===== src/hdl/pulse_accumulator_map.svh =====
// register offsets, field positions, reset values and timing counts of the pulse accumulator
`ifndef PULSE_ACCUMULATOR_MAP_SVH
`define PULSE_ACCUMULATOR_MAP_SVH

// word indices on the register bus (byte address = index * 4)
`define PA_ADDR_CONTROL      4'h0
`define PA_ADDR_COUNT        4'h1
`define PA_ADDR_MASK2        4'h2
`define PA_ADDR_FLAG2        4'h3
// control register fields
`define PA_CTL_PORT_A_BIT7   7
`define PA_CTL_ENABLE        6
`define PA_CTL_MODE          5
`define PA_CTL_EDGE          4
`define PA_CTL_PORT_A_BIT3   3
`define PA_CTL_CAP4_CMP5     2
`define PA_CTL_RATE_HI       1
`define PA_CTL_RATE_LO       0
// mask two and flag two fields (same positions)
`define PA_BIT_OVERFLOW      5
`define PA_BIT_EDGE          4
`define PA_MASK2_WRITABLE    8'hF3
`define PA_FLAG2_FLAGS       8'hF0
// reset values
`define PA_CONTROL_RESET     8'h00
`define PA_MASK2_RESET       8'h00
`define PA_COUNT_POWERUP     8'h00
// gated time base: bus clock divided by 64
`define PA_GATE_DIVIDE       64

`endif


===== src/hdl/pulse_accumulator_pkg.sv =====
// types shared by the pulse accumulator
package pulse_accumulator_pkg;
  typedef enum logic [1:0]
  {
    ACC_EVENT = 2'b00,
    ACC_GATED = 2'b01
  } accum_mode_t;
  typedef enum logic [1:0]
  {
    BUS_IDLE  = 2'b00,
    BUS_SETUP = 2'b01,
    BUS_DONE  = 2'b11
  } bus_state_t;
endpackage : pulse_accumulator_pkg


===== src/hdl/pulse_accumulator.sv =====
// pulse accumulator: event counter / gated time accumulator with avalon-mm registers
`timescale 1ns/100ps
`include "pulse_accumulator_map.svh"

module pulse_accumulator
  import pulse_accumulator_pkg::*;
#(
  parameter int COUNT_WIDTH = 8,
  parameter int GATE_DIVIDE = `PA_GATE_DIVIDE
)
(
  input  wire logic                          i_core_clk,
  input  wire logic                          i_rst_b,
  input  wire logic [3:0]                    i_avs_address,
  input  wire logic                          i_avs_read,
  input  wire logic                          i_avs_write,
  input  wire logic [31:0]                   i_avs_writedata,
  output logic      [31:0]                   o_avs_readdata,
  output logic                               o_avs_waitrequest,
  input  wire logic                          i_accum_input_pin,
  output logic                               o_output_compare_five_en,
  output logic                               o_input_capture_four_en,
  output logic                               o_port_a_bit7_direction,
  output logic                               o_port_a_bit3_direction,
  output logic [1:0]                         o_periodic_rate_select,
  output logic                               o_overflow_irq,
  output logic                               o_edge_irq
);
  import pulse_accumulator_pkg::*;

  // elaboration checks: the register map holds exactly eight count bits
  if (COUNT_WIDTH != 8) begin : g_bad_width
    $error("COUNT_WIDTH must be 8");
  end
  if (GATE_DIVIDE < 2 || GATE_DIVIDE > 256) begin : g_bad_div
    $error("GATE_DIVIDE out of range");
  end

  localparam logic [7:0] DIV_LAST = 8'(GATE_DIVIDE - 1);

  logic [7:0]             accum_control_reg_ff;
  logic [7:0]             timer_mask_reg_two_ff;
  logic [COUNT_WIDTH-1:0] accum_count_value_ff;
  logic                   count_overflow_flag_ff;
  logic                   input_edge_flag_ff;
  logic [2:0]             pin_sync_ff;
  logic                   pin_level_ff;
  logic [3:0]             primed_ff;
  logic [7:0]             div_ff;
  bus_state_t             bus_state_ff;
  bus_state_t             nxt_bus_state;
  logic [31:0]            rdata_ff;
  logic                   accum_enable_bit;
  accum_mode_t            accum_mode_select;
  logic                   edge_polarity_select;
  logic                   pin_rise;
  logic                   pin_fall;
  logic                   sel_edge;
  logic                   gate_tick;
  logic                   inc;
  logic                   wr_take;
  logic                   rd_take;
  logic [7:0]             wbyte;
  logic                   ovf_set;
  logic [7:0]             nxt_count;

  ////////////////////////////////////////////////////////////////////////////
  // control field decode
  assign accum_enable_bit     = accum_control_reg_ff[`PA_CTL_ENABLE];
  assign accum_mode_select    = accum_control_reg_ff[`PA_CTL_MODE] ? ACC_GATED : ACC_EVENT;
  assign edge_polarity_select = accum_control_reg_ff[`PA_CTL_EDGE];
  assign o_input_capture_four_en  = accum_control_reg_ff[`PA_CTL_CAP4_CMP5];
  assign o_output_compare_five_en = ~accum_control_reg_ff[`PA_CTL_CAP4_CMP5];
  assign o_port_a_bit7_direction  = accum_control_reg_ff[`PA_CTL_PORT_A_BIT7];
  assign o_port_a_bit3_direction  = accum_control_reg_ff[`PA_CTL_PORT_A_BIT3];
  assign o_periodic_rate_select   =
    accum_control_reg_ff[`PA_CTL_RATE_HI:`PA_CTL_RATE_LO];

  ////////////////////////////////////////////////////////////////////////////
  // pin synchroniser: stage 0 feeds only stage 1; a change counts once 1 and 2 agree
  always_ff @(posedge i_core_clk or negedge i_rst_b)
  begin
    if (!i_rst_b)
      pin_sync_ff <= 3'h0;
    else
      pin_sync_ff <= {pin_sync_ff[1], pin_sync_ff[0], i_accum_input_pin};
  end

  // filtered level moves only when the last two stages agree
  always_ff @(posedge i_core_clk or negedge i_rst_b)
  begin
    if (!i_rst_b)
      pin_level_ff <= 1'b0;
    else if (pin_sync_ff[1] == pin_sync_ff[2])
      pin_level_ff <= pin_sync_ff[2];
  end

  // edges count only once the filtered level holds real pin data: the level
  // resets low, so a pin idling high would otherwise fake a rise after reset
  always_ff @(posedge i_core_clk or negedge i_rst_b)
  begin
    if (!i_rst_b)
      primed_ff <= 4'h0;
    else
      primed_ff <= {primed_ff[2:0], 1'b1};
  end

  // edges of the filtered level; an edge seen is one pulse
  assign pin_rise = primed_ff[3] & (pin_sync_ff[1] == pin_sync_ff[2]) &
                    pin_sync_ff[2] & ~pin_level_ff;
  assign pin_fall = primed_ff[3] & (pin_sync_ff[1] == pin_sync_ff[2]) &
                    ~pin_sync_ff[2] & pin_level_ff;
  assign sel_edge = edge_polarity_select ? pin_rise : pin_fall;

  ////////////////////////////////////////////////////////////////////////////
  // free-running divide-by-GATE_DIVIDE time base (64 by default), never stopped by the enable bit
  always_ff @(posedge i_core_clk or negedge i_rst_b)
  begin
    if (!i_rst_b)
      div_ff <= 8'h00;
    else if (div_ff == DIV_LAST)
      div_ff <= 8'h00;
    else
      div_ff <= div_ff + 8'h01;
  end
  assign gate_tick = (div_ff == DIV_LAST);

  // increment source per mode; the gate is active where the inhibit level is absent
  always_comb
  begin
    inc = 1'b0;
    if (accum_enable_bit)
    begin
      unique case (accum_mode_select)
        ACC_EVENT: inc = sel_edge;
        ACC_GATED: inc = gate_tick & (pin_level_ff != edge_polarity_select);
        default:   inc = 1'b0;
      endcase
    end
  end

  ////////////////////////////////////////////////////////////////////////////
  // avalon slave: two wait cycles, then the answer; reads are sampled in the
  // setup phase and writes land on the done phase, so the two never collide
  always_comb
  begin
    nxt_bus_state = BUS_IDLE;
    unique case (bus_state_ff)
      BUS_IDLE:  nxt_bus_state = (i_avs_read | i_avs_write) ? BUS_SETUP : BUS_IDLE;
      BUS_SETUP: nxt_bus_state = BUS_DONE;
      BUS_DONE:  nxt_bus_state = BUS_IDLE;
      default:   nxt_bus_state = BUS_IDLE;
    endcase
  end

  always_ff @(posedge i_core_clk or negedge i_rst_b)
  begin
    if (!i_rst_b)
      bus_state_ff <= BUS_IDLE;
    else
      bus_state_ff <= nxt_bus_state;
  end

  assign o_avs_waitrequest = (i_avs_read | i_avs_write) & (bus_state_ff != BUS_DONE);
  assign wr_take = i_avs_write & (bus_state_ff == BUS_DONE);
  assign rd_take = i_avs_read & (bus_state_ff == BUS_SETUP);
  assign wbyte   = i_avs_writedata[7:0];

  // read data captured one cycle before the answer edge; unmapped reads zero
  always_ff @(posedge i_core_clk or negedge i_rst_b)
  begin
    if (!i_rst_b)
      rdata_ff <= 32'h0000_0000;
    else if (rd_take)
    begin
      unique case (i_avs_address)
        `PA_ADDR_CONTROL: rdata_ff <= {24'h0, accum_control_reg_ff};
        `PA_ADDR_COUNT:   rdata_ff <= {24'h0, accum_count_value_ff};
        `PA_ADDR_MASK2:   rdata_ff <= {24'h0, timer_mask_reg_two_ff};
        `PA_ADDR_FLAG2:   rdata_ff <= {26'h0, count_overflow_flag_ff, input_edge_flag_ff, 4'h0};
        default:          rdata_ff <= 32'h0000_0000;
      endcase
    end
  end
  assign o_avs_readdata = rdata_ff;

  ////////////////////////////////////////////////////////////////////////////
  // control and mask registers
  always_ff @(posedge i_core_clk or negedge i_rst_b)
  begin
    if (!i_rst_b)
      accum_control_reg_ff <= `PA_CONTROL_RESET;
    else if (wr_take && i_avs_address == `PA_ADDR_CONTROL)
      accum_control_reg_ff <= wbyte;
  end

  // mask two: bits 3:2 unimplemented, read zero
  always_ff @(posedge i_core_clk or negedge i_rst_b)
  begin
    if (!i_rst_b)
      timer_mask_reg_two_ff <= `PA_MASK2_RESET;
    else if (wr_take && i_avs_address == `PA_ADDR_MASK2)
      timer_mask_reg_two_ff <= wbyte & `PA_MASK2_WRITABLE;
  end

  ////////////////////////////////////////////////////////////////////////////
  // counter: no reset, so it keeps its value through reset; a software write
  // wins over an increment in the same cycle
  assign nxt_count = accum_count_value_ff + 8'h01;
  assign ovf_set   = inc & (accum_count_value_ff == 8'hFF) &
                     ~(wr_take && i_avs_address == `PA_ADDR_COUNT);

  always_ff @(posedge i_core_clk)
  begin
    if (wr_take && i_avs_address == `PA_ADDR_COUNT)
      accum_count_value_ff <= wbyte;
    else if (inc)
      accum_count_value_ff <= nxt_count;
  end

  // overflow flag: set beats clear in the same cycle
  always_ff @(posedge i_core_clk or negedge i_rst_b)
  begin
    if (!i_rst_b)
      count_overflow_flag_ff <= 1'b0;
    else if (ovf_set)
      count_overflow_flag_ff <= 1'b1;
    else if (wr_take && i_avs_address == `PA_ADDR_FLAG2 && wbyte[`PA_BIT_OVERFLOW])
      count_overflow_flag_ff <= 1'b0;
  end

  // input-edge flag: only while enabled, in either mode; set beats clear
  always_ff @(posedge i_core_clk or negedge i_rst_b)
  begin
    if (!i_rst_b)
      input_edge_flag_ff <= 1'b0;
    else if (accum_enable_bit && sel_edge)
      input_edge_flag_ff <= 1'b1;
    else if (wr_take && i_avs_address == `PA_ADDR_FLAG2 && wbyte[`PA_BIT_EDGE])
      input_edge_flag_ff <= 1'b0;
  end

  ////////////////////////////////////////////////////////////////////////////
  // interrupt requests: mask bit gates flag in same position (levels)
  assign o_overflow_irq = count_overflow_flag_ff &
                          timer_mask_reg_two_ff[`PA_BIT_OVERFLOW];
  assign o_edge_irq     = input_edge_flag_ff &
                          timer_mask_reg_two_ff[`PA_BIT_EDGE];

  ////////////////////////////////////////////////////////////////////////////
  // assertions
  AST_OVF_ON_ROLL: assert property (@(posedge i_core_clk) disable iff (!i_rst_b)
    ovf_set |=> count_overflow_flag_ff && accum_count_value_ff == 8'h00)
    else $error("overflow flag not set on rollover");
  AST_OVF_CLEAR: assert property (@(posedge i_core_clk) disable iff (!i_rst_b)
    (wr_take && i_avs_address == `PA_ADDR_FLAG2 && wbyte[5] && !ovf_set)
      |=> !count_overflow_flag_ff)
    else $error("overflow flag not cleared");
  AST_OVF_KEEP: assert property (@(posedge i_core_clk) disable iff (!i_rst_b)
    (count_overflow_flag_ff && !(wr_take && i_avs_address == `PA_ADDR_FLAG2 && wbyte[5]))
      |=> count_overflow_flag_ff)
    else $error("overflow flag lost");
  AST_EDGE_CLEAR: assert property (@(posedge i_core_clk) disable iff (!i_rst_b)
    (wr_take && i_avs_address == `PA_ADDR_FLAG2 && wbyte[4] && !(accum_enable_bit && sel_edge))
      |=> !input_edge_flag_ff)
    else $error("edge flag not cleared");
  AST_OVF_IRQ: assert property (@(posedge i_core_clk) disable iff (!i_rst_b)
    o_overflow_irq == (count_overflow_flag_ff && timer_mask_reg_two_ff[5]))
    else $error("overflow request wrong");
  AST_EDGE_IRQ: assert property (@(posedge i_core_clk) disable iff (!i_rst_b)
    (input_edge_flag_ff && timer_mask_reg_two_ff[4]) |-> o_edge_irq)
    else $error("edge request missing");
  AST_DISABLED_HOLD: assert property (@(posedge i_core_clk) disable iff (!i_rst_b)
    (!accum_enable_bit && !(wr_take && i_avs_address == `PA_ADDR_COUNT))
      |=> $stable(accum_count_value_ff))
    else $error("count moved while disabled");
  AST_GATED_TICK: assert property (@(posedge i_core_clk) disable iff (!i_rst_b)
    (inc && accum_mode_select == ACC_GATED) |-> div_ff == DIV_LAST)
    else $error("gated increment off tick");
  AST_GATE_INHIBIT: assert property (@(posedge i_core_clk) disable iff (!i_rst_b)
    (accum_mode_select == ACC_GATED && pin_level_ff == edge_polarity_select) |-> !inc)
    else $error("count during inhibit level");
  AST_SELECT_EXCL: assert property (@(posedge i_core_clk) disable iff (!i_rst_b)
    o_input_capture_four_en != o_output_compare_five_en)
    else $error("capture and compare both on");
  AST_WAIT_BOUND: assert property (@(posedge i_core_clk) disable iff (!i_rst_b)
    ((i_avs_read || i_avs_write) && bus_state_ff == BUS_IDLE) |-> ##2 !o_avs_waitrequest)
    else $error("bus answer late");
  AST_OVF_EN_KEEP: assert property (@(posedge i_core_clk) disable iff (!i_rst_b)
    (wr_take && i_avs_address == `PA_ADDR_MASK2 && !ovf_set)
      |=> count_overflow_flag_ff == $past(count_overflow_flag_ff))
    else $error("overflow enable write altered flag");
  AST_EDGE_EN_KEEP: assert property (@(posedge i_core_clk) disable iff (!i_rst_b)
    (wr_take && i_avs_address == `PA_ADDR_MASK2 && !(accum_enable_bit && sel_edge))
      |=> input_edge_flag_ff == $past(input_edge_flag_ff))
    else $error("edge enable write altered flag");
  COV_ROLL:   cover property (@(posedge i_core_clk) disable iff (!i_rst_b) ovf_set);
  COV_EVENT:  cover property (@(posedge i_core_clk) disable iff (!i_rst_b)
    inc && accum_mode_select == ACC_EVENT);
  COV_GATED:  cover property (@(posedge i_core_clk) disable iff (!i_rst_b)
    inc && accum_mode_select == ACC_GATED);
  COV_IRQ:    cover property (@(posedge i_core_clk) disable iff (!i_rst_b) o_edge_irq);

endmodule : pulse_accumulator


===== config.mk =====
export PLATFORM = sky130hd
export DESIGN_NAME = pulse_accumulator
export DESIGN_NICKNAME = d
export VERILOG_FILES = /design/src/hdl/pulse_accumulator_pkg.sv /design/src/hdl/pulse_accumulator.sv
export VERILOG_INCLUDE_DIRS = /design/src /design/src/hdl
export SDC_FILE = /design/constraint.sdc
export NUM_CORES = 1
export LEC_CHECK = 0
export BUFFER_PORTS_ARGS = -buffer_cell sky130_fd_sc_hd__buf_2
export CAP_MARGIN = 20
export CORE_MARGIN = 1.5
export CORE_UTILIZATION = 45
export CTS_BUF_LIST = sky130_fd_sc_hd__clkbuf_4
export CTS_CLUSTER_SIZE = 24
export DETAILED_ROUTE_END_ITERATION = 6
export GPL_TIMING_DRIVEN = 0
export HOLD_SLACK_MARGIN = 0.03
export PLACE_DENSITY = 0.8
export SLEW_MARGIN = 0
export SYNTH_ARGS = -nofsm -noshare
export SYNTH_HDL_FRONTEND = slang
export SYNTH_SLANG_ARGS = --single-unit

===== constraint.sdc =====
create_clock -name i_core_clk -period 6.4 [get_ports i_core_clk]
set_clock_uncertainty 0.2 [all_clocks]
set_input_delay 0.32 -clock i_core_clk [delete_from_list [all_inputs] [get_ports i_core_clk]]
set_output_delay 0.32 -clock i_core_clk [all_outputs]
set_load 0.1 [all_outputs]

==> impl_metrics.yaml <==
outcome:
  outcome: "completed"
cells_and_area:
  finish.net_count: 326
  area_delta_synth_final_pct: 20.4
  layout-drive-gt1-share_pct: 31.0
  final_area_sq_um: 2940
  antenna_cells: 0
cts:
  post_cts_buffers: 0
  cts_tree: "done"
  path_clk_slew_ns: 0.13
  cts_buffer_depth: 2
  root_buffer: "clkbuf_4"
  clk_latency_ns: 0.37
  cts.sinks: 50
  cts_max_level: 2
  cts_made_buffers: 5
power:
  ir_drop_mv: 0.171
  p_leak_nw: 1.44
  switchingPower_mw: 0.440
  p_per_area_nw_per_um2: 322
  switching_share_pct: 46.6
  comb_power_share_pct: 42.1
  pwr-share-seq_pct: 43.7
  p_int_mw: 0.505
  clkPwrFrac_pct: 14.2
routing:
  drt_iter0_drc: 78
  via_count: 1718
  dr.pass1.iters: 4
  wl_per_cell_um: 12.4
  remaining_drc_errors: 0
  postRouteAntennaNets: 0
  avgViaCountPerCell: 4.85
  routed_wl_mm: 4.41
logic_synthesis:
  synth_area_leaders: "dfrtp_1 43%, edfxtp_1 9.9%, buf_4 8.3%"
  ys_top_cells_by_count: "42 x dfrtp_1, 27 x buf_4, 16 x nor2_1, 15 x mux2_2, 13 x nand3_1"
  synth_top_area_share_pct: 43.1
  synth_ff_type: "dfrtp_1"
  synth_area_sq_um: 2440
  syn_area_per_cell_sq_um: 11.7
  synth_edf_count: 8
  yosysMostFrequentCell: "dfrtp_1"
  async_flop_share_pct: 84.0
  syn_inst: 209
  synth_top_cell_by_area: "dfrtp_1"
  synth-seq-cells: 50
  yosysSeqAreaShare_pct: 53.0
  yosys_warnings: 0
  synth_cell_types: 39
timing:
  relSlewSlack_pct: 39.4
  slew_viol_final: 0
  period_share_pct: 34.2
  fmaxAchievable_mhz: 456
  final_hold_viol_count: 0
  fin_tns_setup_ns: 0
  tightest_slew_ns: 0.910
  min_period_ns: 2.19
  rsz0062_at_grt: "false"
  setup_viol: 0
worst_hold_path:
  holdPathStages: 3
  worstHoldPathType: "input port to register"
grt:
  grt_max_degree: 43
  overflow: 0
  grt.total_usage_pct: 15.5
  grt_pass1_vias: 1527
  grt_pass1_wl_mm: 7.09
  antenna_found_initial: 0
placement:
  gp_congestion: 0.744
  place_hpwl_mm: 3.25
  place_area_sq_um: 2780
  port-buffer-count: 33
floorplan:
  io_pins: 82
  die_h_um: 76.6
  start_util_pct: 47.1
  die_x_um: 76.6
  die_area_sq_um: 5870
  design.core.area_sq_um: 5170
  rows: 26
critical_path:
  cp-start-kind: "register"
  cp-end-kind: "register"
  reg2reg_depth: 4
  required_ns: 6.24
  path_max_fanout: 8
  worstPathArrival_ns: 2.04
  path_class: "register to register"
run:
  maxCapViolations: 0
-- area by class of cell --
type | count | area [sq um]
Buffer | 30 | 216
Clock buffer | 5 | 37.5
Clock inverter | 3 | 11.3
Fill cell | 462 | 2240
Inverter | 1 | 3.75
Multi-Input combinational cell | 151 | 1010
Sequential cell | 50 | 1290
Tap cell | 70 | 87.6
Timing Repair Buffer | 44 | 275
-- placed cells by master (no fill, tap or decap), drive strengths merged --
master,instances
a21oi,9
nor2,16
a21o,1
edfxtp,8
clkinv,3
or4b,1
maj3,1
nand4,2
xnor2,4
a211oi,1
conb,25
and2,2
nand2,12
mux2i,6
a22oi,1
nand4b,2
and2b,1
nand3,13
or4,1
clkbuf,6
nand2b,1
nor2b,1
dlygate4sd3,11
a41oi,1
o2bb2ai,1
and3,4
and4,2
nor3,2
inv,1
o21ai,9
xor2,7
buf,62
mux4,2
ha,2
a22o,6
mux2,15
dfrtp,42
-- metal layers --
metal | track usage [%] | wire (um)
met5 | 0 | 0
met4 | 6.11 | 72
met3 | 3.59 | 222
met2 | 24.1 | 2000
met1 | 21.0 | 2110
-- state kept, by name, summed over array words and instances, names as in the netlist --
signal,cells
accum_control_reg_ff,8
pin_sync_ff,3
div_ff,8
count_overflow_flag_ff,1
input_edge_flag_ff,1
accum_count_value_ff,8
bus_state_ff,2
pin_level_ff,1
timer_mask_reg_two_ff,6
primed_ff,4
o_avs_readdata,8
-- per-stage QoR --
| step | hold slack [ns] | util (%) | power [mW] | std cells | worst slack [ns] |
|---|---|---|---|---|---|
| global placement | 0.134 | 53.7 | 0.804 | 335 | 4.26 |
| floorplan | -0.176 | - | 0.750 | 232 | 4.01 |
| finish | 0.0253 | 56.7 | 0.944 | 354 | 4.21 |
| CTS | 0.0369 | 56.6 | 0.947 | 353 | 4.18 |
| global route | 0.0451 | 56.7 | 0.985 | 354 | 4.14 |
| detailed placement | 0.135 | 53.7 | 0.813 | 335 | 4.22 |
-- kinds of logic after synthesis --
kind of cell	count (synthesis)	share of synthesized area, %
AND/OR/NAND/NOR	60	12.9
buffers and inverters	31	9.03
multiplexers	23	11.4
AO/OA/AOI/OAI	29	7.96
adder cells (fa/ha/maj)	3	1.44
other	2	0.308
XOR/XNOR	11	3.95
flip-flops	50	53.0
-- power groups by stage --
stage	Sequential, mW	Clock (mW)	Combinational [mW]
after detailed placement	0.419	0	0.394
after CTS	0.412	0.136	0.399
after floorplan	0.522	0	0.228
final	0.413	0.134	0.398
after global placement	0.416	0	0.388
after global routing	0.421	0.148	0.415
-- path summary, 6_finish.rpt --
check / slack, ns / end / from
max: 4.21 / accum_count_value_ff[4]$_DFFE_PP_ / accum_control_reg_ff[4]$_DFFE_PN0P_
min: 0.03 / bus_state_ff[0]$_DFF_PN0_ / i_avs_read
max reg2reg: 4.21 / accum_count_value_ff[4]$_DFFE_PP_ / accum_control_reg_ff[4]$_DFFE_PN0P_
min reg2reg: 0.16 / pin_sync_ff[1]$_DFF_PN0_ / pin_sync_ff[0]$_DFF_PN0_
max in group asynchronous: 5.04 / o_avs_readdata[7]$_DFFE_PN0P_ / i_rst_b
min in group asynchronous: 0.41 / timer_mask_reg_two_ff[5]$_DFFE_PN0P_ / i_rst_b
-- worst max-delay path, cell delays in order (launching register included) --
cell      delay (ns)
dfrtp_1         0.45
or4b_4          0.56
a211oi_2        0.22
a41oi_1         0.09
nand2_1         0.34
-- repair_timing --
| action | 4_1_cts | 5_1_grt |
|---|---|---|
| resized for setup | 0 | 0 |
| hold endpoints to repair | 55 | 1 |
| hold buffers | 10 | 1 |
Note: power is estimated with default switching activity, not from simulation.
